===== config.mk =====
export PLATFORM = sky130hd
export DESIGN_NAME = rsrpc_top
export DESIGN_NICKNAME = d
export VERILOG_FILES = /design/src/hdl/rsrpc_pkg.sv /design/src/hdl/rsrpc_top.sv
export VERILOG_INCLUDE_DIRS = /design/src /design/src/hdl
export SDC_FILE = /design/constraint.sdc
export NUM_CORES = 1
export LEC_CHECK = 0
export BUFFER_PORTS_ARGS = -buffer_cell sky130_fd_sc_hd__buf_2
export CORE_UTILIZATION = 58
export CTS_CLUSTER_SIZE = 12
export DETAILED_ROUTE_END_ITERATION = 6
export PLACE_DENSITY = 0.82
export SYNTH_ARGS = -nofsm -noshare
export SYNTH_HDL_FRONTEND = slang
export SYNTH_SLANG_ARGS = --single-unit
export TNS_END_PERCENT = 10

===== constraint.sdc =====
create_clock -name ref_clk_in -period 3.2 [get_ports ref_clk_in]
set_clock_uncertainty 0.2 [all_clocks]
set_input_delay 0.32 -clock ref_clk_in [delete_from_list [all_inputs] [get_ports ref_clk_in]]
set_output_delay 0.32 -clock ref_clk_in [all_outputs]
set_load 0.02 [all_outputs]

===== src/hdl/rsrpc_defs.svh =====
// register offsets, field positions and reset values for the strength/power block
`ifndef RSRPC_DEFS_SVH
`define RSRPC_DEFS_SVH
`define RSRPC_ADDR_SYNTH_STATUS 7'h03
`define RSRPC_ADDR_STRENGTH 7'h06
`define RSRPC_ADDR_CHAN_OP 7'h07
`define RSRPC_ADDR_TX_POWER 7'h09
`define RSRPC_ADDR_STRENGTH_CTRL 7'h0b
`define RSRPC_ADDR_SILICON_ID 7'h1f
`define RSRPC_ADDR_TEST_CLK 7'h20
`define RSRPC_ADDR_LINK_STATUS 7'h30
`define RSRPC_LOCK_BIT 12
`define RSRPC_STRENGTH_LSB 10
`define RSRPC_SYNC_BIT 7
`define RSRPC_PKT_BIT 6
`define RSRPC_DISABLE_BIT 9
`define RSRPC_RX_EN_BIT 7
`define RSRPC_TX_EN_BIT 8
`define RSRPC_TCLK_SEL_LSB 1
`define RSRPC_TX_POWER_RST 16'h1820
`define RSRPC_STRENGTH_CTRL_RST 16'h0008
`define RSRPC_CHAN_OP_RST 16'h0000
`define RSRPC_TEST_CLK_RST 16'h0000
`define RSRPC_FIFO_THRESH_BYTES 63
`endif


===== src/hdl/rsrpc_pkg.sv =====
// types shared by the strength/power block
package rsrpc_pkg;
  typedef enum logic [1:0] {
    RSRPC_IDLE = 2'b00,
    RSRPC_ADDR = 2'b01,
    RSRPC_DATA = 2'b10
  } rsrpc_state_t;
  typedef struct packed {
    logic synth_locked;
    logic sync_found;
    logic packet_done;
    logic fifo_level;
    logic [5:0] strength;
  } rsrpc_radio_t;
endpackage : rsrpc_pkg


===== src/hdl/rsrpc_top.sv =====
// serial register bus slave with strength readout, power, channel and test clock control
`timescale 1ns/1ps
`include "rsrpc_defs.svh"
// Overview of operation
// [RULE1] strength reads as 6-bit raw value in bits 15:10, about 1 dB/step
// [RULE2] host reads strength only after receive enabled and synthesizer settled
// [RULE3] synthesizer-locked flag readable at bit 12 of synth status
// [RULE4] sync-found flag readable at bit 7 of link status
// [RULE5] strength follows any energy, valid without a sync word
// [RULE6] strength-disable bit 9 turns measurement off, saving current
// [RULE7] host disables measurement, reads value, then re-enables for next reading
// [RULE8] transmit power register value selects power code, revision-specific upper bits
// [RULE9] read-only silicon identity register for choosing power codes
// [RULE10] active-low reset returns configuration registers to defaults
// [RULE11] packet indicator pin driven, also readable in link status
// [RULE12] fifo threshold pin only asserts for packets beyond 63 bytes
// [RULE13] test clock output routed by 3-bit select field
// [RULE14] channel register: channel 6:0, receive enable bit 7, transmit bit 8
// [RULE15] host treats strength field as unsigned, ignoring low ten bits
module rsrpc_top #(
  parameter logic [15:0] SILICON_ID = 16'h0a5a, // arbitrary identity value
  parameter int TCLK_MAX_DIV = 7
) (
  // clock and reset
  input wire logic ref_clk_in,
  input wire logic rst_in,
  input wire logic reset_n_pin_in,
  // serial register bus
  input wire logic spi_sel_n_in,
  input wire logic spi_sclk_in,
  input wire logic spi_mosi_in,
  output logic spi_miso_out,
  output logic spi_miso_oe_out,
  // radio core status
  input wire rsrpc_pkg::rsrpc_radio_t radio_in,
  input wire logic [7:0] rx_byte_count_in,
  // radio core control
  output logic [6:0] channel_out,
  output logic rx_enable_out,
  output logic tx_enable_out,
  output logic [15:0] tx_power_out,
  output logic strength_enable_out,
  // indicator and test pins
  output logic packet_indicator_pin_out,
  output logic fifo_flag_out,
  output logic bare_die_test_clock_out
);
  // pin synchronisers: sel, sclk, mosi, reset pin
  logic [3:0] sync1_reg, sync1_next, sync2_reg, sync2_next;
  logic sclk_d_reg, sclk_d_next;
  rsrpc_pkg::rsrpc_state_t state_reg, state_next;
  logic [4:0] bit_cnt_reg, bit_cnt_next;
  logic [7:0] addr_sh_reg, addr_sh_next;
  logic [15:0] data_sh_reg, data_sh_next;
  logic [15:0] chan_op_reg, chan_op_next;
  logic [15:0] tx_power_reg, tx_power_next;
  logic [15:0] strength_ctrl_reg, strength_ctrl_next;
  logic [15:0] test_clk_reg, test_clk_next;
  logic [5:0] strength_hold_reg, strength_hold_next;
  logic [2:0] tdiv_reg, tdiv_next;
  logic tclk_reg, tclk_next;
  logic miso_reg, miso_next, oe_reg, oe_next;
  logic pkt_reg, pkt_next, fifo_reg, fifo_next;
  logic sel_n, sclk, mosi, rst_pin_n, cfg_rst, rise, fall;
  logic [15:0] rd_data;

  assign sel_n = sync2_reg[0];
  assign sclk = sync2_reg[1];
  assign mosi = sync2_reg[2];
  assign rst_pin_n = sync2_reg[3];
  assign rise = sclk & ~sclk_d_reg;
  assign fall = ~sclk & sclk_d_reg;
  assign cfg_rst = rst_in | ~rst_pin_n; // [RULE10]

  // read mux over the register map
  always_comb begin
    rd_data = 16'h0000;
    case (addr_sh_reg[6:0])
      `RSRPC_ADDR_SYNTH_STATUS: rd_data[`RSRPC_LOCK_BIT] = radio_in.synth_locked; // [RULE3]
      `RSRPC_ADDR_STRENGTH: rd_data[15:`RSRPC_STRENGTH_LSB] = strength_hold_reg; // [RULE1]
      `RSRPC_ADDR_CHAN_OP: rd_data = chan_op_reg;
      `RSRPC_ADDR_TX_POWER: rd_data = tx_power_reg;
      `RSRPC_ADDR_STRENGTH_CTRL: rd_data = strength_ctrl_reg;
      `RSRPC_ADDR_SILICON_ID: rd_data = SILICON_ID; // [RULE9]
      `RSRPC_ADDR_TEST_CLK: rd_data = test_clk_reg;
      `RSRPC_ADDR_LINK_STATUS: begin
        rd_data[`RSRPC_SYNC_BIT] = radio_in.sync_found; // [RULE4]
        rd_data[`RSRPC_PKT_BIT] = pkt_reg; // [RULE11]
      end
      default: rd_data = 16'h0000;
    endcase
  end

  // synchronisers and bus sequencing
  always_comb begin
    sync1_next = {reset_n_pin_in, spi_mosi_in, spi_sclk_in, spi_sel_n_in};
    sync2_next = sync1_reg;
    sclk_d_next = sclk;
    state_next = state_reg;
    bit_cnt_next = bit_cnt_reg;
    addr_sh_next = addr_sh_reg;
    data_sh_next = data_sh_reg;
    miso_next = miso_reg;
    oe_next = ~sel_n;
    chan_op_next = chan_op_reg;
    tx_power_next = tx_power_reg;
    strength_ctrl_next = strength_ctrl_reg;
    test_clk_next = test_clk_reg;
    if (sel_n) begin
      state_next = rsrpc_pkg::RSRPC_ADDR;
      bit_cnt_next = 5'h00;
      miso_next = 1'b0;
    end else begin
      case (state_reg)
        rsrpc_pkg::RSRPC_ADDR: begin
          if (rise) begin
            addr_sh_next = {addr_sh_reg[6:0], mosi};
            bit_cnt_next = bit_cnt_reg + 5'h01;
            if (bit_cnt_reg == 5'h07) begin
              state_next = rsrpc_pkg::RSRPC_DATA;
              bit_cnt_next = 5'h00;
            end
          end
        end
        rsrpc_pkg::RSRPC_DATA: begin
          if (fall && bit_cnt_reg == 5'h00) begin
            data_sh_next = rd_data;
            miso_next = rd_data[15];
          end else if (fall) begin
            miso_next = data_sh_reg[15];
          end
          if (rise) begin
            data_sh_next = {data_sh_reg[14:0], mosi};
            bit_cnt_next = bit_cnt_reg + 5'h01;
            if (bit_cnt_reg == 5'h0f) begin
              state_next = rsrpc_pkg::RSRPC_IDLE;
              if (!addr_sh_reg[7]) begin
                case (addr_sh_reg[6:0])
                  `RSRPC_ADDR_CHAN_OP: chan_op_next = {data_sh_reg[14:0], mosi}; // [RULE14]
                  `RSRPC_ADDR_TX_POWER: tx_power_next = {data_sh_reg[14:0], mosi}; // [RULE8]
                  `RSRPC_ADDR_STRENGTH_CTRL: strength_ctrl_next = {data_sh_reg[14:0], mosi}; // [RULE6]
                  `RSRPC_ADDR_TEST_CLK: test_clk_next = {data_sh_reg[14:0], mosi};
                  default: chan_op_next = chan_op_reg;
                endcase
              end
            end
          end
        end
        default: state_next = state_reg;
      endcase
    end
  end

  // strength capture, indicators and test clock divider
  always_comb begin
    strength_hold_next = strength_hold_reg;
    if (!strength_ctrl_reg[`RSRPC_DISABLE_BIT] && chan_op_reg[`RSRPC_RX_EN_BIT])
      strength_hold_next = radio_in.strength; // [RULE5] [RULE6] [RULE7]
    pkt_next = radio_in.packet_done;
    fifo_next = radio_in.fifo_level && (rx_byte_count_in > 8'(`RSRPC_FIFO_THRESH_BYTES)); // [RULE12]
    tdiv_next = tdiv_reg + 3'h1;
    tclk_next = tclk_reg;
    if (test_clk_reg[`RSRPC_TCLK_SEL_LSB +: 3] == 3'h0) begin // [RULE13]
      tdiv_next = 3'h0;
      tclk_next = 1'b0;
    end else if (tdiv_reg >= test_clk_reg[`RSRPC_TCLK_SEL_LSB +: 3] || tdiv_reg >= 3'(TCLK_MAX_DIV)) begin
      tdiv_next = 3'h0;
      tclk_next = ~tclk_reg;
    end
  end

  // registers
  always_ff @(posedge ref_clk_in) begin
    sync1_reg <= sync1_next;
    sync2_reg <= sync2_next;
    if (rst_in) begin
      // idle pin levels: reset pin high, mosi high, sclk low, select high (no false sclk edge)
      sync1_reg <= 4'hd;
      sync2_reg <= 4'hd;
      sclk_d_reg <= 1'b0;
      state_reg <= rsrpc_pkg::RSRPC_IDLE;
      bit_cnt_reg <= 5'h00;
      addr_sh_reg <= 8'h00;
      data_sh_reg <= 16'h0000;
      miso_reg <= 1'b0;
      oe_reg <= 1'b0;
      pkt_reg <= 1'b0;
      fifo_reg <= 1'b0;
      tdiv_reg <= 3'h0;
      tclk_reg <= 1'b0;
    end else begin
      sclk_d_reg <= sclk_d_next;
      state_reg <= state_next;
      bit_cnt_reg <= bit_cnt_next;
      addr_sh_reg <= addr_sh_next;
      data_sh_reg <= data_sh_next;
      miso_reg <= miso_next;
      oe_reg <= oe_next;
      pkt_reg <= pkt_next;
      fifo_reg <= fifo_next;
      tdiv_reg <= tdiv_next;
      tclk_reg <= tclk_next;
    end
    if (cfg_rst) begin // [RULE10]
      chan_op_reg <= `RSRPC_CHAN_OP_RST;
      tx_power_reg <= `RSRPC_TX_POWER_RST;
      strength_ctrl_reg <= `RSRPC_STRENGTH_CTRL_RST;
      test_clk_reg <= `RSRPC_TEST_CLK_RST;
      strength_hold_reg <= 6'h00;
    end else begin
      chan_op_reg <= chan_op_next;
      tx_power_reg <= tx_power_next;
      strength_ctrl_reg <= strength_ctrl_next;
      test_clk_reg <= test_clk_next;
      strength_hold_reg <= strength_hold_next;
    end
  end

  // outputs from flops
  assign spi_miso_out = miso_reg;
  assign spi_miso_oe_out = oe_reg;
  assign channel_out = chan_op_reg[6:0];
  assign rx_enable_out = chan_op_reg[`RSRPC_RX_EN_BIT];
  assign tx_enable_out = chan_op_reg[`RSRPC_TX_EN_BIT];
  assign tx_power_out = tx_power_reg;
  assign strength_enable_out = ~strength_ctrl_reg[`RSRPC_DISABLE_BIT];
  assign packet_indicator_pin_out = pkt_reg; // [RULE11]
  assign fifo_flag_out = fifo_reg;
  assign bare_die_test_clock_out = tclk_reg;
endmodule : rsrpc_top


==> out/metrics.yaml <==
outcome:
  outcome: "complete, no violations"
cells_and_area:
  area_growth_pct: 18.4
  final_nets: 704
  n_antenna_cell: 0
  fillers: 618
  final_cell_mix: "118 x nand2_1, 118 x dfxtp_1, 61 x a21oi_1"
  drive_gt1_frac: 0.172
pwr:
  combPwrFrac: 0.026
  power_w: 0.00330
  switching_power_w: 0.000671
  irDropWorstVdd_v: 0.000592
  power.internal_w: 0.00263
  p_clk_frac: 0.524
  p_per_area_nw_per_um2: 533
  pwr-share-seq: 0.450
  switching_share: 0.204
  p_leak_nw: 2.22
synth:
  synth_warnings: 0
  syn_avg_cell_area_um2: 8.43
  synth_cell_types: 55
  ys_seq_elements: 118
  async_flop_share: 0
  syn-num-nets: 652
  yosysSeqAreaShare: 0.452
  synth-edff-count: 0
  synth_top_area_share: 0.452
  yosysTopAreaCell: "dfxtp_1"
  syn-cell-area_um2: 5230
  synthCells: 620
  synth.area.top_cells: "dfxtp_1 45%, nand2_1 8.5%, a21oi_1 5.8%, mux2i_1 4.2%, nor2_1 4.0%"
  synth_ff_type: "dfxtp_1"
place:
  place_congestion: 0.956
  numPortBuffers: 48
  dp_hpwl_mm: 9.26
  pre_cts_ws_ns: 0.479
floorplan:
  die_area_um2: 9390
  rows: 34
  core_um2: 8720
  die_w_um: 96.9
  ioPinCount: 55
  die_h_um: 96.9
  initial_utilization: 0.599
routing:
  vias: 4891
  ant_nets: 0
  vias_per_cell: 6.19
  first_pass_iters: 5
  drc: 0
  drt_iter0_markers: 546
  wl_per_cell_um: 18.2
  wl_mm: 14.4
clocking:
  numCtsBuffers: 17
  cts_tree: "yes"
  cts.path.max_buffers: 2
  hold_buffers: 13
  root_buffer: "clkbuf_8"
  cts_num_sinks: 118
  cts_resized: 0
  h-tree-depth: 4
  post_cts_buffers: 0
  clk_pin_slew_ns: 0.05
  clock_latency_ns: 0.51
setup_path:
  crit_type: "register to register"
  rrSetupSlack_ns: 0.41
  critPathLaunchType: "register"
  end_kind: "register"
  cp_data_arrival_time_ns: 2.96
  required_ns: 3.37
  path_max_fanout: 13
timing:
  fin_setup_tns_ns: 0
  setup_viol: 0
  fmax_ghz: 0.358
  drv_slew: 0
  rsz0062_at_grt: "no"
  final_hold_viol_count: 0
  relSlewSlack: 0.347
  period_needed_ns: 2.79
  worstMarginPinSlew_ns: 0.972
  setup_slack_ns: 0.410
  finalCritPeriodShare: 0.872
global_route:
  grt_pass1_vias: 4813
  grt_max_degree: 67
  grt_remaining_overflow: 0
  grt_usage: 0.316
  grt_pass1_wl_mm: 23.5
  antenna_found_initial: 0
worst_hold_path:
  hold_path_class: "primary input to register"
flow_run:
  maxCapViolations: 0
[critical path: stages (launching register included)]
cell and delay (ns):
dfxtp_1 0.37, ha_1 0.25, and3_1 0.18, ha_1 0.14
nand3b_1 0.12, or4_4 0.49, nor3_4 0.38, buf_12 0.22
mux2i_1 0.21, nand2_1 0.07
[cell families (layout without fill, tap and decap cells)]
group / Yosys count / count (layout) / synth area share
buffers and inverters: 64 / 126 / 0.0567
flip-flops: 118 / 118 / 0.452
adder cells (fa/ha/maj): 8 / 8 / 0.0192
XOR/XNOR: 4 / 4 / 0.00670
AO/OA/AOI/OAI: 143 / 143 / 0.176
multiplexers: 29 / 29 / 0.0572
AND/OR/NAND/NOR: 254 / 254 / 0.232
[routing by layer]
metal  track usage  vias to the layer above  routed length, µm
met5             0                        -                  0
met4         0.165                        0                468
met3        0.0816                       58               1260
met2         0.509                      281               6920
met1         0.388                     2292               5760
li1              -                     2260                  -
[through the flow]
step / util / hold slack (ns) / cell area [µm²] / instances
3_5_place_dp: 0.633 / 0.201 / 5520 / 748
3_3_place_gp: 0.633 / 0.191 / 5520 / 748
6_report: 0.710 / 0.115 / 6190 / 790
4_1_cts: 0.710 / 0.109 / 6190 / 790
2_1_floorplan: - / 0.189 / 5230 / 620
5_1_grt: 0.710 / 0.137 / 6190 / 790
[path summary, 6_finish.rpt]
| check | from | endpoint | cells past startpoint |
|---|---|---|---|
| min reg2reg | sync1_reg[3]$_SDFF_PP1_ | sync2_reg[3]$_SDFF_PP1_ | 1 |
| max | bit_cnt_reg[1]$_SDFFE_PP0P_ | strength_ctrl_reg[3]$_SDFFE_PP1P_ | 9 |
| min | rst_in | state_reg[0]$_SDFFE_PP0P_ | 2 |
| max reg2reg | bit_cnt_reg[1]$_SDFFE_PP0P_ | strength_ctrl_reg[3]$_SDFFE_PP1P_ | 9 |
[cell usage after synthesis, types with 9 or more instances]
cell type  count
or2_2          9
a311oi_1       9
o21ai_0       23
buf_4          9
nor2_1        55
nand2_1      118
nand3_1       11
a21oi_1       61
dfxtp_1      118
nor2b_1       11
mux2i_1       22
inv_1         20
a22oi_1       14
clkbuf_1      24
nand2b_1      11
buf_2          9
[power groups by stage]
stage,Sequential (W),Combinational (W),Clock [W]
final,0.00149,0.0000846,0.00173
after floorplan,0.00151,0.0000446,0
after global placement,0.00152,0.0000679,0
after detailed placement,0.00152,0.0000697,0
after global routing,0.00149,0.0000901,0.00181
after CTS,0.00148,0.0000819,0.00174
[cell type report]
type                            count  area [µm²]  share of cell area
Sequential cell                   118        2360               0.382
Timing Repair Buffer               77         503              0.0813
Clock inverter                      4        45.0             0.00728
Inverter                           20        75.1              0.0121
Tap cell                          108         135              0.0218
Clock buffer                       25         494              0.0798
Multi-Input combinational cell    438        2570               0.416
(Power assumes the default switching activity.)
